## src/design/cif_defs.vh

```
// register offsets, field positions, reset values and codes of the can irq/tx flag slice
`ifndef CIF_DEFS_VH
`define CIF_DEFS_VH

// register offsets on the plain register port
`define CIF_ADDR_W 4
`define CIF_OFS_RX_FLAG_VIEW 4'h4
`define CIF_OFS_RX_IRQ_ENABLE 4'h5
`define CIF_OFS_TX_FLAGS 4'h6

// field positions of rx_irq_enable
`define CIF_BIT_WAKE_IE 7
`define CIF_BIT_STATUS_CHANGE_IE 6
`define CIF_RX_SENS_HI 5
`define CIF_RX_SENS_LO 4
`define CIF_TX_SENS_HI 3
`define CIF_TX_SENS_LO 2
`define CIF_BIT_OVERRUN_IE 1
`define CIF_BIT_RX_FULL_IE 0

// field positions of the flag view register
`define CIF_BIT_WAKE_FLAG 7
`define CIF_BIT_STATUS_CHANGE_FLAG 6
`define CIF_BIT_OVERRUN_FLAG 1
`define CIF_BIT_RX_FULL_FLAG 0

// reset values
`define CIF_RST_RX_IRQ_ENABLE 8'h00
`define CIF_RST_TX_EMPTY 1'b1
`define CIF_RST_STATUS 2'h0

// error state codes and thresholds
`define CIF_ST_OK 2'h0
`define CIF_ST_WARN 2'h1
`define CIF_ST_ERR 2'h2
`define CIF_ST_BUS_OFF 2'h3
`define CIF_WARN_LIMIT 8'd96
`define CIF_ERR_LIMIT 8'd127
`define CIF_BUS_OFF_LIMIT 9'd255

// sensitivity selections
`define CIF_SENS_NONE 2'h0
`define CIF_SENS_BUS_OFF 2'h1
`define CIF_SENS_ERR 2'h2
`define CIF_SENS_ALL 2'h3

`endif

```

## src/design/cif_status_track.v

```verilog
// receiver/transmitter error state tracking with blocking status change flag
`timescale 1ns/100ps
`include "cif_defs.vh"

module cif_status_track (
    input wire sys_clk,
    input wire rst_n,
    input wire [7:0] rx_err_cnt,
    input wire [8:0] tx_err_cnt,
    input wire [1:0] rx_state_sensitivity,
    input wire [1:0] tx_state_sensitivity,
    input wire flag_clear,
    output reg [1:0] rx_status_q,
    output reg [1:0] tx_status_q,
    output reg status_change_flag_q
);

// --------------------------------------------------------------
// state decode
// --------------------------------------------------------------

// does a change from old to new count at this sensitivity
function sens_hit;
    input [1:0] sel;
    input [1:0] old_st;
    input [1:0] new_st;
    begin
        case (sel)
            `CIF_SENS_NONE: sens_hit = 1'b0;
            `CIF_SENS_BUS_OFF: sens_hit = (old_st == `CIF_ST_BUS_OFF) != (new_st == `CIF_ST_BUS_OFF);
            `CIF_SENS_ERR: sens_hit = (old_st >= `CIF_ST_ERR) != (new_st >= `CIF_ST_ERR);
            default: sens_hit = (old_st != new_st);
        endcase
    end
endfunction

reg [1:0] rx_now; // actual receiver state
reg [1:0] tx_now; // actual transmitter state
reg hit; // a qualifying change happened

always @* begin
    if (tx_err_cnt > `CIF_BUS_OFF_LIMIT) begin
        rx_now = `CIF_ST_BUS_OFF;
        tx_now = `CIF_ST_BUS_OFF;
    end else begin
        rx_now = (rx_err_cnt > `CIF_ERR_LIMIT) ? `CIF_ST_ERR :
                 (rx_err_cnt > `CIF_WARN_LIMIT) ? `CIF_ST_WARN : `CIF_ST_OK;
        tx_now = (tx_err_cnt > {1'b0, `CIF_ERR_LIMIT}) ? `CIF_ST_ERR :
                 (tx_err_cnt > {1'b0, `CIF_WARN_LIMIT}) ? `CIF_ST_WARN : `CIF_ST_OK;
        // leaving bus-off skips receiver to ok
        if (tx_status_q == `CIF_ST_BUS_OFF)
            rx_now = `CIF_ST_OK;
    end
    hit = sens_hit(rx_state_sensitivity, rx_status_q, rx_now) |
          sens_hit(tx_state_sensitivity, tx_status_q, tx_now);
end

// --------------------------------------------------------------
// status registers and flag
// --------------------------------------------------------------

// status frozen while flag pending; clear acts only while pending, no new set until cleared
always @(posedge sys_clk or negedge rst_n) begin
    if (!rst_n) begin
        rx_status_q <= `CIF_RST_STATUS;
        tx_status_q <= `CIF_RST_STATUS;
        status_change_flag_q <= 1'b0;
    end else if (!status_change_flag_q) begin
        rx_status_q <= rx_now;
        tx_status_q <= tx_now;
        status_change_flag_q <= hit;
    end else if (flag_clear) begin
        status_change_flag_q <= 1'b0;
    end
end

endmodule

```

## src/design/cif_tx_slot.v

```verilog
// one transmit buffer empty flag with its abort side effects
`timescale 1ns/100ps
`include "cif_defs.vh"

module cif_tx_slot (
    input wire sys_clk,
    input wire rst_n,
    input wire init_hold,
    input wire clear_req,
    input wire tx_done,
    input wire abort_grant,
    input wire scheduled,
    output reg empty_q,
    output reg abort_req_clr_q,
    output reg abort_ack_clr_q,
    output reg access_block_q
);

wire set_ev = tx_done | abort_grant; // flag set event

// set on success or granted abort; set wins over clear
always @(posedge sys_clk or negedge rst_n) begin
    if (!rst_n) begin
        empty_q <= `CIF_RST_TX_EMPTY;
        abort_req_clr_q <= 1'b0;
        abort_ack_clr_q <= 1'b0;
        access_block_q <= 1'b0;
    end else begin
        // held at reset value in init mode
        if (init_hold)
            empty_q <= `CIF_RST_TX_EMPTY;
        else if (set_ev)
            empty_q <= 1'b1;
        else if (clear_req)
            empty_q <= 1'b0;
        abort_req_clr_q <= set_ev & ~init_hold;
        abort_ack_clr_q <= clear_req & ~set_ev & ~init_hold & empty_q;
        access_block_q <= ~empty_q & scheduled;
    end
end

endmodule

```

## src/design/cif_top.v

```verilog
// can receiver irq enables, status tracking and transmit buffer empty flags
//
// Implementation choice: strobed register access.
`timescale 1ns/100ps
`include "cif_defs.vh"

// Operation
// - enables held at reset in init mode
// - enable writes only outside init mode
// - sensitivity fields survive init mode
// - bit 7 gates wake-up request
// - bit 6 gates status change error request
// - receiver sensitivity decode in bits 5:4
// - transmitter sensitivity decode in bits 3:2
// - status shows actual state when not pending
// - bit 1 gates overrun error request
// - bit 0 gates receive full request
// - write one clears empty flag
// - tx flags held at reset in init
// - software clears, device sets after sending
// - granted abort also sets empty flag
// - tx request while enabled flag set
// - clearing flag clears abort acknowledge
// - setting flag clears abort request
// - listen mode: no clear, no start
// - scheduled buffer access blocked
// - tx bus-off exit forces receiver ok
// - receiver status coding by error counts
// - status change flag blocks status updates
module cif_top (
    input wire sys_clk,
    input wire rst_n,
    // register port
    input wire [3:0] reg_addr,
    input wire [7:0] reg_wdata,
    input wire reg_wr,
    input wire reg_rd,
    output reg [7:0] reg_rdata_q,
    // mode inputs
    input wire init_request,
    input wire init_acknowledge,
    input wire listen_mode,
    // receiver side flags kept elsewhere
    input wire wake_flag,
    input wire overrun_flag,
    input wire rx_full_flag,
    // error counters
    input wire [7:0] rx_err_cnt,
    input wire [8:0] tx_err_cnt,
    // transmit side
    input wire [2:0] tx_irq_enable,
    input wire [2:0] tx_done,
    input wire [2:0] abort_grant,
    input wire [2:0] tx_scheduled,
    output reg [2:0] tx_buffer_empty_q,
    output reg [2:0] abort_req_clr_q,
    output reg [2:0] abort_ack_clr_q,
    output reg [2:0] buf_access_block_q,
    output reg tx_start_allow_q,
    // status
    output reg [1:0] rx_status_q,
    output reg [1:0] tx_status_q,
    output reg status_change_flag_q,
    // interrupt requests
    output reg wake_irq_q,
    output reg err_irq_q,
    output reg rx_irq_q,
    output reg tx_irq_q
);

// --------------------------------------------------------------
// mode decode
// --------------------------------------------------------------

// both handshake bits high: initialization mode
wire init_hold = init_request & init_acknowledge;

// both low: normal mode, registers writable
wire init_free = ~init_request & ~init_acknowledge;

// write strobes per register
wire wr_rier = reg_wr & (reg_addr == `CIF_OFS_RX_IRQ_ENABLE);
wire wr_tflg = reg_wr & (reg_addr == `CIF_OFS_TX_FLAGS);
wire wr_view = reg_wr & (reg_addr == `CIF_OFS_RX_FLAG_VIEW);

// --------------------------------------------------------------
// receiver interrupt enable register
// --------------------------------------------------------------

reg wake_ie_q; // wake-up interrupt enable
reg status_change_ie_q; // status change interrupt enable
reg overrun_ie_q; // overrun interrupt enable
reg rx_full_ie_q; // receive full interrupt enable
reg [1:0] rx_sens_q; // receiver state sensitivity
reg [1:0] tx_sens_q; // transmitter state sensitivity

// plain enable bits
always @(posedge sys_clk or negedge rst_n) begin
    if (!rst_n) begin
        wake_ie_q <= 1'b0;
        status_change_ie_q <= 1'b0;
        overrun_ie_q <= 1'b0;
        rx_full_ie_q <= 1'b0;
    end else if (init_hold) begin
        wake_ie_q <= 1'b0;
        status_change_ie_q <= 1'b0;
        overrun_ie_q <= 1'b0;
        rx_full_ie_q <= 1'b0;
    end else if (wr_rier && init_free) begin
        wake_ie_q <= reg_wdata[`CIF_BIT_WAKE_IE];
        status_change_ie_q <= reg_wdata[`CIF_BIT_STATUS_CHANGE_IE];
        overrun_ie_q <= reg_wdata[`CIF_BIT_OVERRUN_IE];
        rx_full_ie_q <= reg_wdata[`CIF_BIT_RX_FULL_IE];
    end
end

// sensitivity fields
always @(posedge sys_clk or negedge rst_n) begin
    if (!rst_n) begin
        rx_sens_q <= 2'h0;
        tx_sens_q <= 2'h0;
    end else if (wr_rier && init_free) begin
        rx_sens_q <= reg_wdata[`CIF_RX_SENS_HI:`CIF_RX_SENS_LO];
        tx_sens_q <= reg_wdata[`CIF_TX_SENS_HI:`CIF_TX_SENS_LO];
    end
end

// --------------------------------------------------------------
// status tracking
// --------------------------------------------------------------

wire [1:0] rx_status_w; // tracked receiver state
wire [1:0] tx_status_w; // tracked transmitter state
wire sc_flag_w; // status change flag

// write one to bit 6 of the flag view clears the status change flag
wire sc_clear = wr_view & init_free & reg_wdata[`CIF_BIT_STATUS_CHANGE_FLAG];

// state tracker with blocking flag
cif_status_track u_status (
    .sys_clk(sys_clk),
    .rst_n(rst_n),
    .rx_err_cnt(rx_err_cnt),
    .tx_err_cnt(tx_err_cnt),
    .rx_state_sensitivity(rx_sens_q),
    .tx_state_sensitivity(tx_sens_q),
    .flag_clear(sc_clear),
    .rx_status_q(rx_status_w),
    .tx_status_q(tx_status_w),
    .status_change_flag_q(sc_flag_w)
);

// --------------------------------------------------------------
// transmit buffer empty flags
// --------------------------------------------------------------

wire [2:0] empty_w; // per buffer empty flag
wire [2:0] req_clr_w; // per buffer abort request clear
wire [2:0] ack_clr_w; // per buffer abort acknowledge clear
wire [2:0] block_w; // per buffer access block
wire [2:0] clear_req; // qualified write one clear

// write one clears outside init and listen
assign clear_req = {3{wr_tflg & init_free & ~listen_mode}} & reg_wdata[2:0];

genvar gi;
generate
    for (gi = 0; gi < 3; gi = gi + 1) begin : g_slot
        // one slot per transmit buffer
        cif_tx_slot u_slot (
            .sys_clk(sys_clk),
            .rst_n(rst_n),
            .init_hold(init_hold),
            .clear_req(clear_req[gi]),
            .tx_done(tx_done[gi]),
            .abort_grant(abort_grant[gi]),
            .scheduled(tx_scheduled[gi]),
            .empty_q(empty_w[gi]),
            .abort_req_clr_q(req_clr_w[gi]),
            .abort_ack_clr_q(ack_clr_w[gi]),
            .access_block_q(block_w[gi])
        );
    end
endgenerate

// --------------------------------------------------------------
// output registers
// --------------------------------------------------------------

// mirror submodule state onto top outputs
always @(posedge sys_clk or negedge rst_n) begin
    if (!rst_n) begin
        tx_buffer_empty_q <= {3{`CIF_RST_TX_EMPTY}};
        abort_req_clr_q <= 3'h0;
        abort_ack_clr_q <= 3'h0;
        buf_access_block_q <= 3'h0;
        rx_status_q <= `CIF_RST_STATUS;
        tx_status_q <= `CIF_RST_STATUS;
        status_change_flag_q <= 1'b0;
        tx_start_allow_q <= 1'b0;
    end else begin
        tx_buffer_empty_q <= empty_w;
        abort_req_clr_q <= req_clr_w;
        abort_ack_clr_q <= ack_clr_w;
        buf_access_block_q <= block_w;
        rx_status_q <= rx_status_w;
        tx_status_q <= tx_status_w;
        status_change_flag_q <= sc_flag_w;
        // no transmission start in listen mode
        tx_start_allow_q <= ~listen_mode & ~init_hold;
    end
end

// --------------------------------------------------------------
// interrupt requests
// --------------------------------------------------------------

// each request is an or of one or more flag and enable ands
always @(posedge sys_clk or negedge rst_n) begin
    if (!rst_n) begin
        wake_irq_q <= 1'b0;
        err_irq_q <= 1'b0;
        rx_irq_q <= 1'b0;
        tx_irq_q <= 1'b0;
    end else begin
        wake_irq_q <= wake_flag & wake_ie_q;
        // error request from status change or overrun
        err_irq_q <= (sc_flag_w & status_change_ie_q) | (overrun_flag & overrun_ie_q);
        rx_irq_q <= rx_full_flag & rx_full_ie_q;
        // pending while any enabled empty flag set
        tx_irq_q <= |(empty_w & tx_irq_enable);
    end
end

// --------------------------------------------------------------
// read data
// --------------------------------------------------------------

reg [7:0] rd_mux; // combinational read selection

// select register contents by address
always @* begin
    rd_mux = 8'h00;
    case (reg_addr)
        `CIF_OFS_RX_FLAG_VIEW: begin
            // flag view with tracked status
            rd_mux = {wake_flag, sc_flag_w, rx_status_w, tx_status_w,
                      overrun_flag, rx_full_flag};
        end
        `CIF_OFS_RX_IRQ_ENABLE: begin
            // enables and sensitivity fields
            rd_mux = {wake_ie_q, status_change_ie_q, rx_sens_q, tx_sens_q,
                      overrun_ie_q, rx_full_ie_q};
        end
        `CIF_OFS_TX_FLAGS: begin
            // empty flags in the low bits
            rd_mux = {5'h00, empty_w};
        end
        default: begin
            // unmapped reads as zero
            rd_mux = 8'h00;
        end
    endcase
end

// read data stand in the cycle after the strobe only
always @(posedge sys_clk or negedge rst_n) begin
    if (!rst_n)
        reg_rdata_q <= 8'h00;
    else if (reg_rd)
        reg_rdata_q <= rd_mux;
    else
        reg_rdata_q <= 8'h00;
end

endmodule

```

## config.mk

```make
export PLATFORM = sky130hd
export DESIGN_NAME = cif_top
export DESIGN_NICKNAME = d
export VERILOG_FILES = /design/src/design/cif_status_track.v /design/src/design/cif_tx_slot.v /design/src/design/cif_top.v
export VERILOG_INCLUDE_DIRS = /design/src /design/src/design
export SDC_FILE = /design/constraint.sdc
export NUM_CORES = 1
export LEC_CHECK = 0
export ABC_AREA = 1
export CORE_ASPECT_RATIO = 0.9
export CORE_MARGIN = 3
export CORE_UTILIZATION = 60
export CTS_BUF_LIST = sky130_fd_sc_hd__clkbuf_2 sky130_fd_sc_hd__clkbuf_4 sky130_fd_sc_hd__clkbuf_8
export DETAILED_ROUTE_END_ITERATION = 7
export DONT_BUFFER_PORTS = 1
export HOLD_SLACK_MARGIN = 0.15
export PLACE_DENSITY = 0.76
export SLEW_MARGIN = 20
export SYNTH_ARGS = -nofsm -noshare
export SYNTH_HDL_FRONTEND = slang
export SYNTH_SLANG_ARGS = --single-unit
```

## constraint.sdc

```tcl
create_clock -name sys_clk -period 1.41 [get_ports sys_clk]
set_input_delay 0.282 -clock sys_clk [delete_from_list [all_inputs] [get_ports sys_clk]]
set_output_delay 0.282 -clock sys_clk [all_outputs]
set_load 0.1 [all_outputs]
```

Word-level counts from Yosys, hierarchy flattened
Index checks and enable logic that the tools add are counted.
- register bits after elaboration: 55
- latch bits: 0
- bits in writable memories: 0
- memory bits (read-only): 0
- bits of input ports: 51
- output and inout bits: 30
- logic and storage cells: 144
- memories kept: 0
- add/sub/neg operators: 0
- $mul: 0
- div/mod/pow operators: 0
- $lt $le $gt $ge: 9
- eq/ne operators: 17
- shift-type cells: 0
- multiplexer cells: 30
- bitwise operators: 46
- reductions and logical operators: 8
- operators by type and width (cell ; number):
    1-bit AND ; 29
    8-bit one-hot mux with 3 select lines ; 1
    1-bit 2-to-1 mux ; 21
    9-bit by 7-bit > comparator with 1-bit output (second input constant) ; 2
    8-bit by 7-bit > comparator with 1-bit output (second input constant) ; 2
    2-bit equality test (second input constant) ; 6
    4-bit by 3-bit equality test with 1-bit output (second input constant) ; 3
    2-bit 2-to-1 mux ; 5
    1-bit NOT ; 10
    9-bit by 8-bit > comparator with 1-bit output (second input constant) ; 1
    3-bit nonzero test ; 3
    2-bit greater-or-equal comparator (second input constant) ; 4
    8-bit 2-to-1 mux ; 1
    3-bit AND ; 2
    1-bit one-hot mux with 3 select lines ; 2
    1-bit OR ; 5
    2-bit by 1-bit equality test with 1-bit output (second input constant) ; 2
    2-bit logical NOT ; 2
    1-bit != test ; 4
    2-bit != test ; 2
    3-bit OR reduction ; 1
    2-bit nonzero test ; 1
    1-bit logical AND ; 1

Depth between registers and ports, before layout
- word-level depth: 10
- depth in mapped cells: 11
- gate-level depth less buffers: 11

Cells and area by module
A second synthesis with hierarchy kept.
- cell total of the unflattened synthesis: 251
- area, all modules: 2269.7 µm²
- by module, submodules not included (module ; times used ; cells an instance ; area each (µm²)):
    cif_top ; 1 ; 136 ; 1412.6
    cif_tx_slot ; 3 ; 15 ; 146.4
    cif_status_track ; 1 ; 70 ; 417.9

Worst setup path after synthesis
No wires, ideal clock.
- path kind: register -> register
- from: reg u_status.tx_status_q[1]
- to: reg u_status.status_change_flag_q
- library setup time: 0.128 ns
- arrival time: 1.141 ns
- data required time: 1.282 ns
- path slack: 0.141 ns
- stages on the path, launching flop included: 10
- buffers on the path: 0
- cell sequence: dfrtp_1 > nand2_1 > nand2_1 > nand2_1 > xor2_1 > nand3_1 > a21oi_1 > nand3_1 > nand2_1 > nand2_1
- longest elaborated chain between the ends: 8
- elaborated cells on any way between the ends: 16
- those cells by class: order compare: 2; eq/ne: 8; mux: 5; bitwise: 1
- RTL lines (element ; RTL line ; text):
    start, declared ; cif_status_track.v:14 ; output reg [1:0] tx_status_q,
    start signal, assigned ; cif_status_track.v:66 ; tx_status_q <= `CIF_RST_STATUS;
    start signal, assigned ; cif_status_track.v:70 ; tx_status_q <= tx_now;
    2-bit equality test (no source line) ; n/a ;
    2-bit 2-to-1 mux ; cif_status_track.v:51 ; if (tx_status_q == `CIF_ST_BUS_OFF)
    2-bit 2-to-1 mux ; cif_status_track.v:42 ; if (tx_err_cnt > `CIF_BUS_OFF_LIMIT) begin
    2-bit greater-or-equal comparator (no source line) or 2-bit equality test (tied branches) ; n/a ;
    1-bit != test, on equally long branches ; cif_status_track.v:31, cif_status_track.v:30 ;
    1-bit one-hot mux with 3 select lines ; cif_status_track.v:28 ; case (sel)
    1-bit OR * ; cif_status_track.v:54 ; hit = sens_hit(rx_state_sensitivity, rx_status_q, rx_now) |
    1-bit 2-to-1 mux * ; cif_status_track.v:68 ; end else if (!status_change_flag_q) begin
    end signal, assigned ; cif_status_track.v:71 ; status_change_flag_q <= hit;
    end, declared ; cif_status_track.v:15 ; output reg status_change_flag_q
Mark *: on every way between the ends. The rest lies on a longest branch, timed or not.
A chain may end at the register's enable or synchronous reset.

Worst setup path in the final report
- from: reg g_slot[1].u_slot.empty_q
- to: reg tx_irq_q
- longest elaborated chain between the ends: 2
- RTL lines (element ; RTL line ; text):
    start, declared ; cif_tx_slot.v:13 ; output reg empty_q,
    start signal, assigned ; cif_tx_slot.v:24 ; empty_q <= `CIF_RST_TX_EMPTY;
    start signal, assigned ; cif_tx_slot.v:31 ; empty_q <= `CIF_RST_TX_EMPTY;
    3-bit AND ; cif_top.v:231 ; tx_irq_q <= |(empty_w & tx_irq_enable);
    3-bit OR reduction ; cif_top.v:231 ;
    end signal, assigned ; cif_top.v:231 ;
    end, declared ; cif_top.v:68 ; output reg tx_irq_q
No other way between the ends.

==> reports/metrics.yaml <==
outcome:
  status: "complete, but fails checks"
  violations: "hold timing"
setup_path:
  cp_max_fo: 5
  criticalPathCategory: "register to register"
  cp.arrival_ns: 1.59
  start_kind: "register"
  crit_slowest_cell: "dfstp_2"
  endpoint_kind: "register"
  critical-path-max-stage-delay_ns: 0.59
  cp.required_ns: 1.66
  path_cells: "nand2_1 -> nand3_1 -> dlygate4sd3_1"
flow_run:
  cap_violations: 0
clock_tree:
  cts.sinks: 55
  cts_tree: "built"
  cts_hold_buf: 20
  path_clk_slew_ns: 0.09
  cts_root_buf: "clkbuf_8"
  clockBufferDepth: 2
  numCtsBuffers: 5
  cts_max_level: 2
  clk_latency_ns: 0.31
drt:
  ant_nets: 0
  wl_per_cell_um: 14.67
  viasPerCell: 5.271
  firstDrtPassIters: 4
  drc: 0
  vias: 1792
  totalWireLength_um: 4988
  drtIter0Drc: 139
global_routing:
  grt_max_degree: 56
  grt_pass1_vias: 1795
  grt_pass1_wl_um: 8183
  antenna_found_initial: 0
  grt_use_total: 0.2420
  grt_overflow: 0
logic_synthesis:
  syn_area_per_cell_sq_um: 9.498
  synth_nets: 281
  synth_most_common_cell: "dfrtp_1"
  yosys.area.top_type: "dfrtp_1"
  synth-seq-cells: 55
  synth_top_area_share: 0.5613
  synthFlopType: "dfrtp_1"
  postSynthCellCount: 230
  synth_area_leaders: "dfrtp_1 56%, nand2_1 7.9%, dfstp_2 7.2%, inv_1 6.9%, nand3_1 4.4%"
  synth_edf_count: 0
  ys.warnings.count: 0
  ys_seq_area_frac: 0.6334
  async_flop_share: 1.000
  synthDistinctLibCells: 26
  syn_area_sq_um: 2185
  synthTopCellsByCount: "49 x dfrtp_1, 46 x nand2_1, 40 x inv_1, 22 x nor2_1, 19 x nand3_1"
placed_design:
  postPlaceCellArea_sq_um: 2540
  numPortBuffers: 0
  dp.cells: 309
  gp_congestion: 0.8116
  dpl.hpwl_um: 3289
timing:
  setup_violations: 0
  finalHoldViolations: 55
  report.final.slew_viol_count: 0
  fmax_mhz: 741.1
  worst_slew_pin_slew_ns: 0.2940
  slew_headroom: 0.8014
  fin_crit_sh: 0.9570
  fin_crit_ns: 1.349
  finalClockSkew_ns: 0.005424
  hold_ws_ns: -0.3409
  rsz0062_at_grt: "yes"
final_layout:
  utilization: 0.8456
  multi_input_area_sq_um: 646.9
  regArea_sq_um: 1384
  drive_gt1_frac: 0.2331
  final_nets: 346
  final_cells: 340
  antenna_cells: 0
  num-fill-cells: 172
  syn_to_final_growth_pct: 32.70
  stdcell_area_sq_um: 2899
die:
  die-area_sq_um: 4402
  die-width_um: 69.61
  rows: 20
  start_util: 0.6372
  core_sq_um: 3428
  die_h_um: 63.25
  io_pins: 81
power_and_ir_drop:
  ir_drop_v: 0.001444
  p_per_area_nw_per_um2: 1463
  power_leakage_uw: 0.001533
hold_path:
  hold_class: "input port to asynchronous set/reset pin"
-- flip-flops by register name, summed over array words and instances, names as in the netlist, 2 cells and up --
name,count
reg_rdata_q,8
abort_ack_clr_q,3
abort_req_clr_q,3
buf_access_block_q,3
g_slot.u_slot.abort_ack_clr_q,3
g_slot.u_slot.abort_req_clr_q,3
g_slot.u_slot.access_block_q,3
g_slot.u_slot.empty_q,3
tx_buffer_empty_q,3
rx_sens_q,2
rx_status_q,2
tx_sens_q,2
tx_status_q,2
u_status.rx_status_q,2
u_status.tx_status_q,2
-- final cells by class --
cell class	count	share of cell area
well taps	44	0.01899
repair buffers	59	0.1830
flip-flops and latches	55	0.4773
inverters	44	0.05697
multi-input cells	130	0.2231
clock buffers	6	0.02849
clock inverters	2	0.01208
-- stage by stage --
stage	setup WS, ns	total power [uW]	TNS (ns)
global placement	0.1238	3114	0
CTS	0.03348	4210	0
finish	0.06066	4241	0
global route	-0.02960	4449	-0.02960
detailed placement	0.06116	3130	0
floorplan	0.1414	2827	0
-- path summary, 6_finish.rpt --
check / depth (start not counted) / start / end / slack, ns
worst min-delay path: 0 / rst_n / buf_access_block_q[1]$_DFF_PN0_ / -0.34
worst max register to register: 3 / g_slot[1].u_slot.empty_q$_DFFE_PN1P_ / tx_irq_q$_DFF_PN0_ / 0.06
min in group sys_clk: 2 / tx_done[1] / g_slot[1].u_slot.empty_q$_DFFE_PN1P_ / 0.15
worst min register to register: 0 / g_slot[2].u_slot.abort_ack_clr_q$_DFF_PN0_ / abort_ack_clr_q[2]$_DFF_PN0_ / 0.35
max in group asynchronous: 0 / rst_n / g_slot[1].u_slot.empty_q$_DFFE_PN1P_ / 1.57
worst max-delay path: 3 / g_slot[1].u_slot.empty_q$_DFFE_PN1P_ / tx_irq_q$_DFF_PN0_ / 0.06
-- logic make-up (layout without fill, tap and decap cells) --
group	count (synthesis)	after routing	synth area share
multiplexers	1	1	0.005154
XOR/XNOR	2	2	0.008020
flip-flops	55	55	0.6334
buffers and inverters	45	111	0.07904
AND/OR/NAND/NOR	98	98	0.1959
AO/OA/AOI/OAI	29	29	0.07847
-- what timing repair did --
item                       4_1_cts  5_1_grt
resized for setup                0        6
setup endpoints to repair        0        2
hold endpoints to repair        75       55
buffers inserted                 0        3
-- cell usage in the layout, fill, tap and decap left out, types with 7 or more instances in the layout --
cell / instances
dfrtp_1: 49
nand2_1: 43
inv_1: 40
buf_4: 36
nor2_1: 22
dlygate4sd3_1: 20
nand3_1: 19
a21oi_1: 7
-- metal layers --
layer	vias to the layer above	routed length [um]	GRT usage
li1	856	-	-
met4	0	114	0.08537
met2	98	2383	0.4107
met1	825	1984	0.2937
met5	-	0	0
met3	13	505	0.07337
-- power by group --
part           total [uW]  switching (uW)  internal, uW
Sequential           1870             119          1750
Clock                1050             472           574
Combinational        1320             983           342
Total                4240            1570          2670
-- worst max-delay path, delay by kind of cell (launching register included) --
| family | cells | cell delay [ns] |
|---|---|---|
| DFF | 1 | 0.59 |
| buffers and inverters | 1 | 0.56 |
| and+or+nand+nor | 2 | 0.14 |
No activity file was read; power rests on OpenSTA's default activity.
